--- src/common/ppt_pkg.sv ---
package ppt_pkg;

  // ****************************************************************
  // Command and response type codes.
  // ****************************************************************
  localparam logic [7:0] PPT_CMD_PLDM_REQ  = 8'h51;
  localparam logic [7:0] PPT_RSP_PLDM_REQ  = 8'hD1;
  localparam logic [7:0] PPT_CMD_EVT_EN    = 8'h55;
  localparam logic [7:0] PPT_RSP_EVT_EN    = 8'hD5;
  localparam logic [7:0] PPT_CMD_QUERY     = 8'h56;
  localparam logic [7:0] PPT_RSP_QUERY     = 8'hD6;
  localparam logic [7:0] PPT_CMD_REPLY     = 8'h57;
  localparam logic [7:0] PPT_RSP_REPLY     = 8'hD7;
  localparam logic [7:0] PPT_RSP_TYPE_BIT  = 8'h80;
  localparam logic [7:0] PPT_EVT_PENDING   = 8'h71;

  // ****************************************************************
  // Response and reason codes.
  // ****************************************************************
  localparam logic [15:0] PPT_RC_OK        = 16'h0000;
  localparam logic [15:0] PPT_RC_UNSUP     = 16'h0001;
  localparam logic [15:0] PPT_RS_NONE      = 16'h0000;
  localparam logic [15:0] PPT_RS_UNKNOWN   = 16'h0003;

  // ****************************************************************
  // Enable field and flag layout.
  // ****************************************************************
  localparam int          PPT_EN_MEDIUM_BIT = 0;
  localparam int          PPT_EN_PEND_BIT   = 1;
  localparam logic [15:0] PPT_EN_KEEP_MASK  = 16'h0003;
  localparam logic [15:0] PPT_EN_RESET      = 16'h0000;
  localparam logic [7:0]  PPT_ID_RESET      = 8'h00;
  localparam logic [7:0]  PPT_CC_RESET      = 8'h00;
  localparam int          PPT_FLAG_PEND_BIT = 0;
  localparam logic [7:0]  PPT_FLAGS_ZERO    = 8'h00;

  // ****************************************************************
  // Request queue shape.
  // ****************************************************************
  localparam int PPT_Q_DEPTH = 4;
  localparam int PPT_Q_AW    = 2;

  typedef struct packed {
    logic        request_flag;
    logic        datagram;
    logic [29:0] body;
  } ppt_req_t;

  typedef struct packed {
    logic        valid;
    logic [7:0]  cmd_type;
    logic        chk_err;
    logic        id_mismatch;
    logic [7:0]  mgmt_ctrl_id;
    logic [15:0] transport_event_enable_field;
    logic [7:0]  compl_code;
    ppt_req_t    msg;
  } ppt_cmd_t;

  typedef struct packed {
    logic        valid;
    logic [7:0]  rsp_type;
    logic [15:0] rsp_code;
    logic [15:0] reason;
    logic        has_msg;
    ppt_req_t    msg;
    logic [7:0]  compl_code;
    logic [7:0]  flags;
  } ppt_rsp_t;

  typedef struct packed {
    logic       valid;
    logic [7:0] evt_type;
    logic [7:0] event_target_id;
  } ppt_evt_t;

  typedef struct packed {
    logic       valid;
    ppt_req_t   msg;
    logic [7:0] compl_code;
  } ppt_reply_t;

  localparam ppt_req_t PPT_REQ_ZERO = '0;

endpackage

--- src/verilog/ppt_req_fifo.sv ---
`timescale 1ns/10ps
module ppt_req_fifo
  import ppt_pkg::*;
(
  input  wire logic     clk,
  input  wire logic     rst,
  input  wire logic     ce,
  input  wire logic     in_valid,
  output logic          in_ready,
  input  wire ppt_req_t in_data,
  output logic          out_valid,
  input  wire logic     out_ready,
  output ppt_req_t      out_data
);

  // ****************************************************************
  // Storage and pointers.
  // ****************************************************************
  ppt_req_t                mem [PPT_Q_DEPTH];
  logic [PPT_Q_AW-1:0]     wr_ptr;
  logic [PPT_Q_AW-1:0]     rd_ptr;
  logic [PPT_Q_AW:0]       count;
  wire logic               push;
  wire logic               pop;

  assign in_ready  = (count != PPT_Q_DEPTH[PPT_Q_AW:0]);
  assign out_valid = (count != '0);
  assign push      = ce && in_valid && in_ready;
  assign pop       = ce && out_valid && out_ready;
  assign out_data  = mem[rd_ptr];

  always_ff @(posedge clk) begin
    if (push) begin
      mem[wr_ptr] <= in_data;
    end
  end

  always_ff @(posedge clk or posedge rst) begin
    if (rst) begin
      wr_ptr <= '0;
      rd_ptr <= '0;
      count  <= '0;
    end else if (ce) begin
      wr_ptr <= wr_ptr + PPT_Q_AW'(push);
      rd_ptr <= rd_ptr + PPT_Q_AW'(pop);
      count  <= count + (PPT_Q_AW+1)'(push) - (PPT_Q_AW+1)'(pop);
    end
  end

endmodule

--- src/verilog/ppt_cmd_handler.sv ---
// Behaviour
// - Answer every clean encapsulated request with response.
// - Response code reports only transport-layer support.
// - Completion code alone carries encapsulated outcome.
// - Only one outgoing request in flight.
// - Queued requests handled singly, device picks order.
// - Pending-request query command is implemented.
// - Query answer carries message only when pending.
// - Reply answer flag bit zero shows more pending.
// - Reply answer upper seven flag bits zero.
// - Pending event carries its fixed event type.
// - Pending event sent only while enable bit set.
// - Event enable command switches events individually.
// - Stored target identifier goes into every event.
// - Enable bit zero medium change, bit one pending event, upper reserved.
// - New unreported request raises pending event.
// - No event between query and reply answer.
// - Enable command answered with matching response type.
`timescale 1ns/10ps
module ppt_cmd_handler
  import ppt_pkg::*;
(
  input  wire logic     clk,
  input  wire logic     rst,
  input  wire logic     ce,
  input  wire ppt_cmd_t cmd,
  output ppt_rsp_t      rsp,
  output ppt_evt_t      evt,
  output ppt_reply_t    reply,
  input  wire logic     req_valid,
  output logic          req_ready,
  input  wire ppt_req_t req_data,
  output logic          pending,
  output logic [15:0]   event_enable
);

  // ****************************************************************
  // Decoding.
  // ****************************************************************
  logic        have_out;
  ppt_req_t    out_msg;
  logic [7:0]  event_target_id;
  logic        suppress;
  logic        unreported;
  wire logic   q_valid;
  wire ppt_req_t q_data;
  wire logic   take;
  wire logic   is_req;
  wire logic   is_query;
  wire logic   is_reply;
  wire logic   is_en;
  wire logic   known;
  wire logic   q_rd;
  wire logic   q_push;
  wire logic   any_pend;
  wire logic   wants_reply;
  wire logic   fire;
  wire logic   en_pend_bit;
  wire logic [7:0] next_flags;
  ppt_rsp_t    next_rsp;

  assign take     = ce && cmd.valid && !cmd.chk_err && !cmd.id_mismatch;
  assign is_req   = take && (cmd.cmd_type == PPT_CMD_PLDM_REQ);
  assign is_query = take && (cmd.cmd_type == PPT_CMD_QUERY);
  assign is_reply = take && (cmd.cmd_type == PPT_CMD_REPLY);
  assign is_en    = take && (cmd.cmd_type == PPT_CMD_EVT_EN);
  assign known    = is_req || is_query || is_reply || is_en;
  assign any_pend = have_out || q_valid;
  // Only fetch a new request when none is waiting for its reply.
  assign q_rd     = is_query && !have_out;
  assign q_push   = ce && req_valid && req_ready;
  assign wants_reply = q_data.request_flag && !q_data.datagram;
  assign en_pend_bit = event_enable[PPT_EN_PEND_BIT];
  assign fire     = unreported && en_pend_bit && !suppress;
  assign next_flags = {7'b0, q_valid};
  assign pending  = any_pend;

  // ****************************************************************
  // Queue of requests bound for the management controller.
  // ****************************************************************
  // Head of queue goes first; the order is chosen here.
  ppt_req_fifo u_fifo (
    .clk       (clk),
    .rst       (rst),
    .ce        (ce),
    .in_valid  (req_valid),
    .in_ready  (req_ready),
    .in_data   (req_data),
    .out_valid (q_valid),
    .out_ready (q_rd),
    .out_data  (q_data)
  );

  // ****************************************************************
  // Response build.
  // ****************************************************************
  always_comb begin
    next_rsp            = '0;
    next_rsp.valid      = take;
    next_rsp.rsp_type   = cmd.cmd_type | PPT_RSP_TYPE_BIT;
    next_rsp.rsp_code   = known ? PPT_RC_OK : PPT_RC_UNSUP;
    next_rsp.reason     = known ? PPT_RS_NONE : PPT_RS_UNKNOWN;
    next_rsp.msg        = PPT_REQ_ZERO;
    if (is_req) begin
      next_rsp.compl_code = cmd.compl_code;
      next_rsp.msg        = cmd.msg;
      next_rsp.has_msg    = 1'b1;
    end
    if (is_query) begin
      next_rsp.has_msg = any_pend;
      if (any_pend) begin
        next_rsp.msg = have_out ? out_msg : q_data;
      end
    end
    if (is_reply) begin
      next_rsp.flags = next_flags;
    end
  end

  // ****************************************************************
  // State.
  // ****************************************************************
  always_ff @(posedge clk or posedge rst) begin
    if (rst) begin
      rsp   <= '0;
      evt   <= '0;
      reply <= '0;
    end else if (ce) begin
      rsp                 <= next_rsp;
      evt.valid           <= fire;
      evt.evt_type        <= PPT_EVT_PENDING;
      evt.event_target_id <= event_target_id;
      reply.valid         <= is_reply && have_out;
      reply.msg           <= out_msg;
      reply.compl_code    <= cmd.compl_code;
    end
  end

  always_ff @(posedge clk or posedge rst) begin
    if (rst) begin
      have_out <= 1'b0;
      out_msg  <= PPT_REQ_ZERO;
    end else if (q_rd && q_valid) begin
      have_out <= wants_reply;
      out_msg  <= q_data;
    end else if (is_reply) begin
      have_out <= 1'b0;
    end
  end

  always_ff @(posedge clk or posedge rst) begin
    if (rst) begin
      event_enable    <= PPT_EN_RESET;
      event_target_id <= PPT_ID_RESET;
    end else if (is_en) begin
      // Reserved bits are dropped so their sources stay off.
      event_enable    <= cmd.transport_event_enable_field
                         & PPT_EN_KEEP_MASK;
      event_target_id <= cmd.mgmt_ctrl_id;
    end
  end

  always_ff @(posedge clk or posedge rst) begin
    if (rst) begin
      suppress   <= 1'b0;
      unreported <= 1'b0;
    end else if (ce) begin
      // Only a fetched request that awaits its reply holds events back.
      if (q_rd && q_valid) begin
        suppress <= wants_reply;
      end else if (is_reply) begin
        suppress <= 1'b0;
      end
      // A new request wins over a report in the same cycle.
      if (q_push) begin
        unreported <= 1'b1;
      end else if (fire || (is_reply && q_valid)) begin
        unreported <= 1'b0;
      end
    end
  end
endmodule

--- config.mk ---
export PLATFORM = sky130hd
export DESIGN_NAME = ppt_cmd_handler
export DESIGN_NICKNAME = d
export VERILOG_FILES = /design/src/common/ppt_pkg.sv /design/src/verilog/ppt_req_fifo.sv /design/src/verilog/ppt_cmd_handler.sv
export SDC_FILE = /design/constraint.sdc
export NUM_CORES = 1
export LEC_CHECK = 0
export ABC_AREA = 1
export ABC_CLOCK_PERIOD_IN_PS = 7800
export BUFFER_PORTS_ARGS = -buffer_cell sky130_fd_sc_hd__buf_2
export CORE_ASPECT_RATIO = 1.1
export CORE_MARGIN = 10
export CORE_UTILIZATION = 59
export CTS_CLUSTER_DIAMETER = 100
export CTS_CLUSTER_SIZE = 12
export DETAILED_ROUTE_END_ITERATION = 12
export GPL_ROUTABILITY_DRIVEN = 0
export PLACE_DENSITY = 0.95
export SLEW_MARGIN = 25
export SYNTH_ARGS = -nofsm -noshare
export SYNTH_HDL_FRONTEND = slang
export SYNTH_SLANG_ARGS = --single-unit
export TNS_END_PERCENT = 10
--- constraint.sdc ---
create_clock -name clk -period 7.8 [get_ports clk]
set_clock_uncertainty 0.1 [all_clocks]
set_input_delay 0.78 -clock clk [delete_from_list [all_inputs] [get_ports clk]]
set_output_delay 0.78 -clock clk [all_outputs]
set_load 0.05 [all_outputs]
# Word-level counts from Yosys, hierarchy flattened

Memories as Yosys holds them, arrays and structs flattened.
Index checks and enable logic that the tools add are counted.

Register bits after elaboration: 193
RAM bits: 128
Bits of input ports: 111
Word-level logic and storage cells: 85
Memories kept: 1

$add $sub $neg: 4
Eq/ne operators: 5
Mux-type cells: 13
Reductions and logical operators: 33

Memories:

| name       | depth | width | rd ports | clocked after Yosys merged registers in | write ports | RTL line           | source |
|---|---|---|---|---|---|---|---|
| u_fifo.mem | 4     | 32    | 1        | 0                                       | 1           | ppt_req_fifo.sv:19 | `ppt_req_t mem [PPT_Q_DEPTH];` |

Operators with widths:

| kind               | number |
|---|---|
| $mux 32            | 2 |
| $mux 41            | 1 |
| $mux 33            | 1 |
| $eq 8x7->1 const B | 4 |
| $logic_and 1x1->1  | 18 |
| $mux 1             | 8 |
| $logic_not 1->1    | 5 |
| $logic_or 1x1->1   | 5 |
| $add 2x1->2        | 2 |
| $reduce_and 2->1   | 2 |
| $reduce_bool 2->1  | 2 |
| $add 3x1->3        | 1 |
| $ne 3x3->1 const B | 1 |
| $reduce_bool 3->1  | 1 |
| $sub 3x1->3        | 1 |
| $mux 2             | 1 |

# Longest topological paths before layout

Word-level depth: 8
Depth in mapped cells: 14
Gate-level depth less buffers: 12

# By module

A second synthesis with hierarchy kept.

Cells, all modules: 1297
Area total of the unflattened synthesis: 12394.4 um^2

Modules (own cells, without submodules):

| module          | instances | cells an instance | area each (um^2) |
|---|---|---|---|
| ppt_cmd_handler | 1         | 897               | 7103.1 |
| ppt_req_fifo    | 1         | 400               | 5291.3 |

# Least setup slack after synthesis

No wires, ideal clock.

Path kind: input to register
From: in ce
To: mem u_fifo.mem[0][0] (netlist bit) (enable)
Setup time: 0.461 ns
Arrival: 3.611 ns
Slack: 3.627 ns
Stages on the path: 4
Path buffers: 2
Cell sequence: buf_4 -> clkbuf_1 -> nand3_1 -> nor3_1

Word-level cells in the longest chain between the ends: 4

Ends and longest elaborated chain:

| element                        | RTL line              | source |
|---|---|---|
| from (decl)                    | ppt_cmd_handler.sv:25 | `input wire logic ce,` |
| $logic_and 1x1->1 (2 in a row) | ppt_req_fifo.sv:28    | `assign push = ce && in_valid && in_ready;` |
| $mux 1                         | ppt_req_fifo.sv:33    | `if (push) begin` |
| $mux 1 (not written as such)   | ppt_req_fifo.sv:34    | `mem[wr_ptr] <= in_data;` |
| to (decl)                      | ppt_req_fifo.sv:19    |  |

Every way passes these cells.

# Worst setup path in the final report

From: in ce
To: reg u_fifo.count[2]

Elaborated cells on any way between the ends: 11

RTL lines:

| element                        | RTL line              | source |
|---|---|---|
| $logic_and 1x1->1 (2 in a row) | -                     |  |
| named net q_push               | ppt_cmd_handler.sv:54 | `wire logic q_push;` |
| $add 3x1->3                    | ppt_req_fifo.sv:46    | `count <= count + (PPT_Q_AW+1)'(push) - (PPT_Q_AW+1)'(pop);` |
| $sub 3x1->3                    | ppt_req_fifo.sv:46    |  |
| to (signal assigned)           | ppt_req_fifo.sv:46    |  |
| to (decl)                      | ppt_req_fifo.sv:22    | `logic [PPT_Q_AW:0] count;` |

The timed path passes the listed nets, and every way through them passes these cells.
A chain may end at the register's enable or synchronous reset.

==> out/metrics.cfg <==
[worst_setup_path]
path_class = in -> reg
worstPathCellList = buf_4, buf_4, nand3_1, inv_1, ha_1, inv_1, fa_1, a21oi_1, o21ai_0, xor2_1
critical_path_peak_fanout = 68
end_kind = flop
critPathArrivalTime_ns = 3.53
crit_buf_inv = 4
critPathRequiredTime_ns = 8.11
crit_family = buffers and inverters
critPathLaunchType = input port
cp_slowest_cell = buf_4
slowest_delay_ns = 0.65

[grt]
antenna_found_initial = 7
track_usage_pct = 22.8
grt_remaining_overflow = 0
grt_pass1_vias = 9204
grt_pass1_wl_mm = 49.2
grt_max_degree = 93

[timing]
fmax_ghz = 0.311
rsz0062_at_grt = no
setup-violations-final = 0
hold_slack_ns = 0.324
period_needed_ns = 3.22
slew_headroom_pct = 39.7
drv_slew = 0
tightest_slew_ns = 0.903
hold_violations = 0
fin_crit_sh_pct = 41.3
fin_setup_tns_ns = 0

[placement]
place_area_um2 = 13400
io_buffers = 208
place.detailed.hpwl_mm = 21.6

[route]
wl_per_cell_um = 18.6
met2_length_mm = 16.2
drt-initial-drc-count = 951
postRouteAntennaNets = 0
wirelength_met1_mm = 11.8
top_layer = met5
drc = 0
vias = 9610
routed_wl_mm = 32.9
vias_per_cell = 5.44
firstDrtPassIters = 7
route.met3.wl_mm = 3.40

[cts]
cts_setup_buffers = 0
cts_tree = yes
clkLatencyLatePin_ns = 0.53
cts.sinks = 282
holdBufCountCts = 0
htree_levels = 1
ctsRootBufferMaster = clkbuf_16
path_clk_slew_ns = 0.06
cts_resized = 0
clockBufferDepth = 3
numCtsBuffers = 27

[floorplanning]
die_area_um2 = 27300
boundaryPins = 277
core_area_um2 = 20600
die_x_um = 159
start_util_pct = 60.3
die_h_um = 172
rows = 55

[synthesis]
synth_cells = 1320
avgSynthCellArea_um2 = 9.44
synth_cell_types = 32
yosys_warnings = 0
ys_ff_latch = 282
syn_area_um2 = 12500
ys_seq_area_share_pct = 61.8

[cells_and_area]
drive_above_1_share_pct = 20.0
nets = 1607
layout.cells.most_common = nand2_1
final_area_um2 = 14100
syn2layout_area_growth_pct = 13.3
layout_common_cells = nand2_1, buf_2, dfrtp_1

[hold_path]
hp-class = in -> async

[outcome]
outcome = completed

[power]
p_leak_nw = 6.79
peakVddDrop_uv = 184
power_density_nw_per_um2 = 240

[flow_run]
max_cap_violations = 0

==> metal layers <==
layer	global-route usage, %	vias to the layer above
li1	-	4449
met1	26.2	4491
met2	39.4	561
met3	5.37	107
met4	10.5	2
met5	0	-
==> report_power, final <==
part / switching [mW] / total, mW / internal (mW)
combinational: 0.399 / 0.502 / 0.103
clock: 0.525 / 1.16 / 0.639
sequential: 0.0478 / 1.72 / 1.67
==> per-stage QoR <==
step	cells	setup WS (ns)	utilization (%)	total power [mW]
after detailed placement	1720	4.07	64.7	2.24
final	1768	4.58	68.4	3.38
after CTS	1764	4.64	68.3	3.40
after global placement	1720	4.12	64.7	2.22
after global routing	1768	4.37	68.4	3.50
after floorplan	1373	2.77	-	2.11
==> synth_stat cells <==
cell	number	area, µm²
nand2_1	484	1820
dfrtp_1	154	3850
edfxtp_1	128	3840
nand3_1	128	641
inv_1	104	390
buf_4	66	495
nor2_1	42	158
o21ai_0	42	210
clkbuf_1	36	135
a21oi_1	27	135
buf_2	20	100
o21ai_1	19	95.1
nand3_2	18	180
or2_2	10	62.6
nor3_1	6	30.0
a21oi_2	4	35.0
buf_6	4	45.0
inv_2	4	15.0
xor2_1	4	35.0
buf_1	3	11.3
nor2_4	3	33.8
ha_1	2	25.0
nand4_1	2	12.5
nor2_2	2	12.5
a31oi_1	1	6.26
clkinv_1	1	3.75
conb_1	1	3.75
fa_1	1	20.0
nand2_2	1	6.26
nand2_4	1	11.3
nand4_4	1	21.3
nor3_2	1	10.0
==> kinds of logic (layout without fill, tap and decap cells) <==
group | count (synthesis) | count (layout) | synth area share (%)
AO/OA/AOI/OAI | 93 | 93 | 3.87
XOR/XNOR | 4 | 4 | 0.281
adder cells (fa/ha/maj) | 3 | 3 | 0.362
buffers and inverters | 238 | 373 | 9.60
flip-flops | 282 | 282 | 61.8
other | 1 | 58 | 0.0301
AND/OR/NAND/NOR | 699 | 699 | 24.1
==> sequential cells by signal (all words and copies together), names as in the netlist, 2 cells and up <==
name	flops
u_fifo.mem	128
reply	41
u_fifo.rd_ptr	2
evt	9
u_fifo.count	3
rsp	52
event_enable	2
out_msg	32
event_target_id	8
u_fifo.wr_ptr	2
==> final timing paths <==
check	start	end	slack, ns	cells after the start
setup / recovery	ce	u_fifo.count[2]	4.58	10
hold / removal	rst	evt[16]	0.32	2
setup reg to reg	have_out	u_fifo.count[2]	4.66	9
hold reg to reg	evt[0]	evt[0]	0.36	2
max in group asynchronous	rst	u_fifo.rd_ptr[0]	5.85	3
min in group clk	req_data[9]	u_fifo.mem[1][9]	0.36	1
==> final cells by class <==
type                    count  area (µm²)
diodes                      4        10.0
repair buffers            220        1130
inverters                 109         417
multi-input cells         853        3790
clock buffers              43         736
flip-flops and latches    282        7700
fillers                  1430        6530
clock inverters             1        8.76
well taps                 256         320
Power figures use the tool's default switching activity.
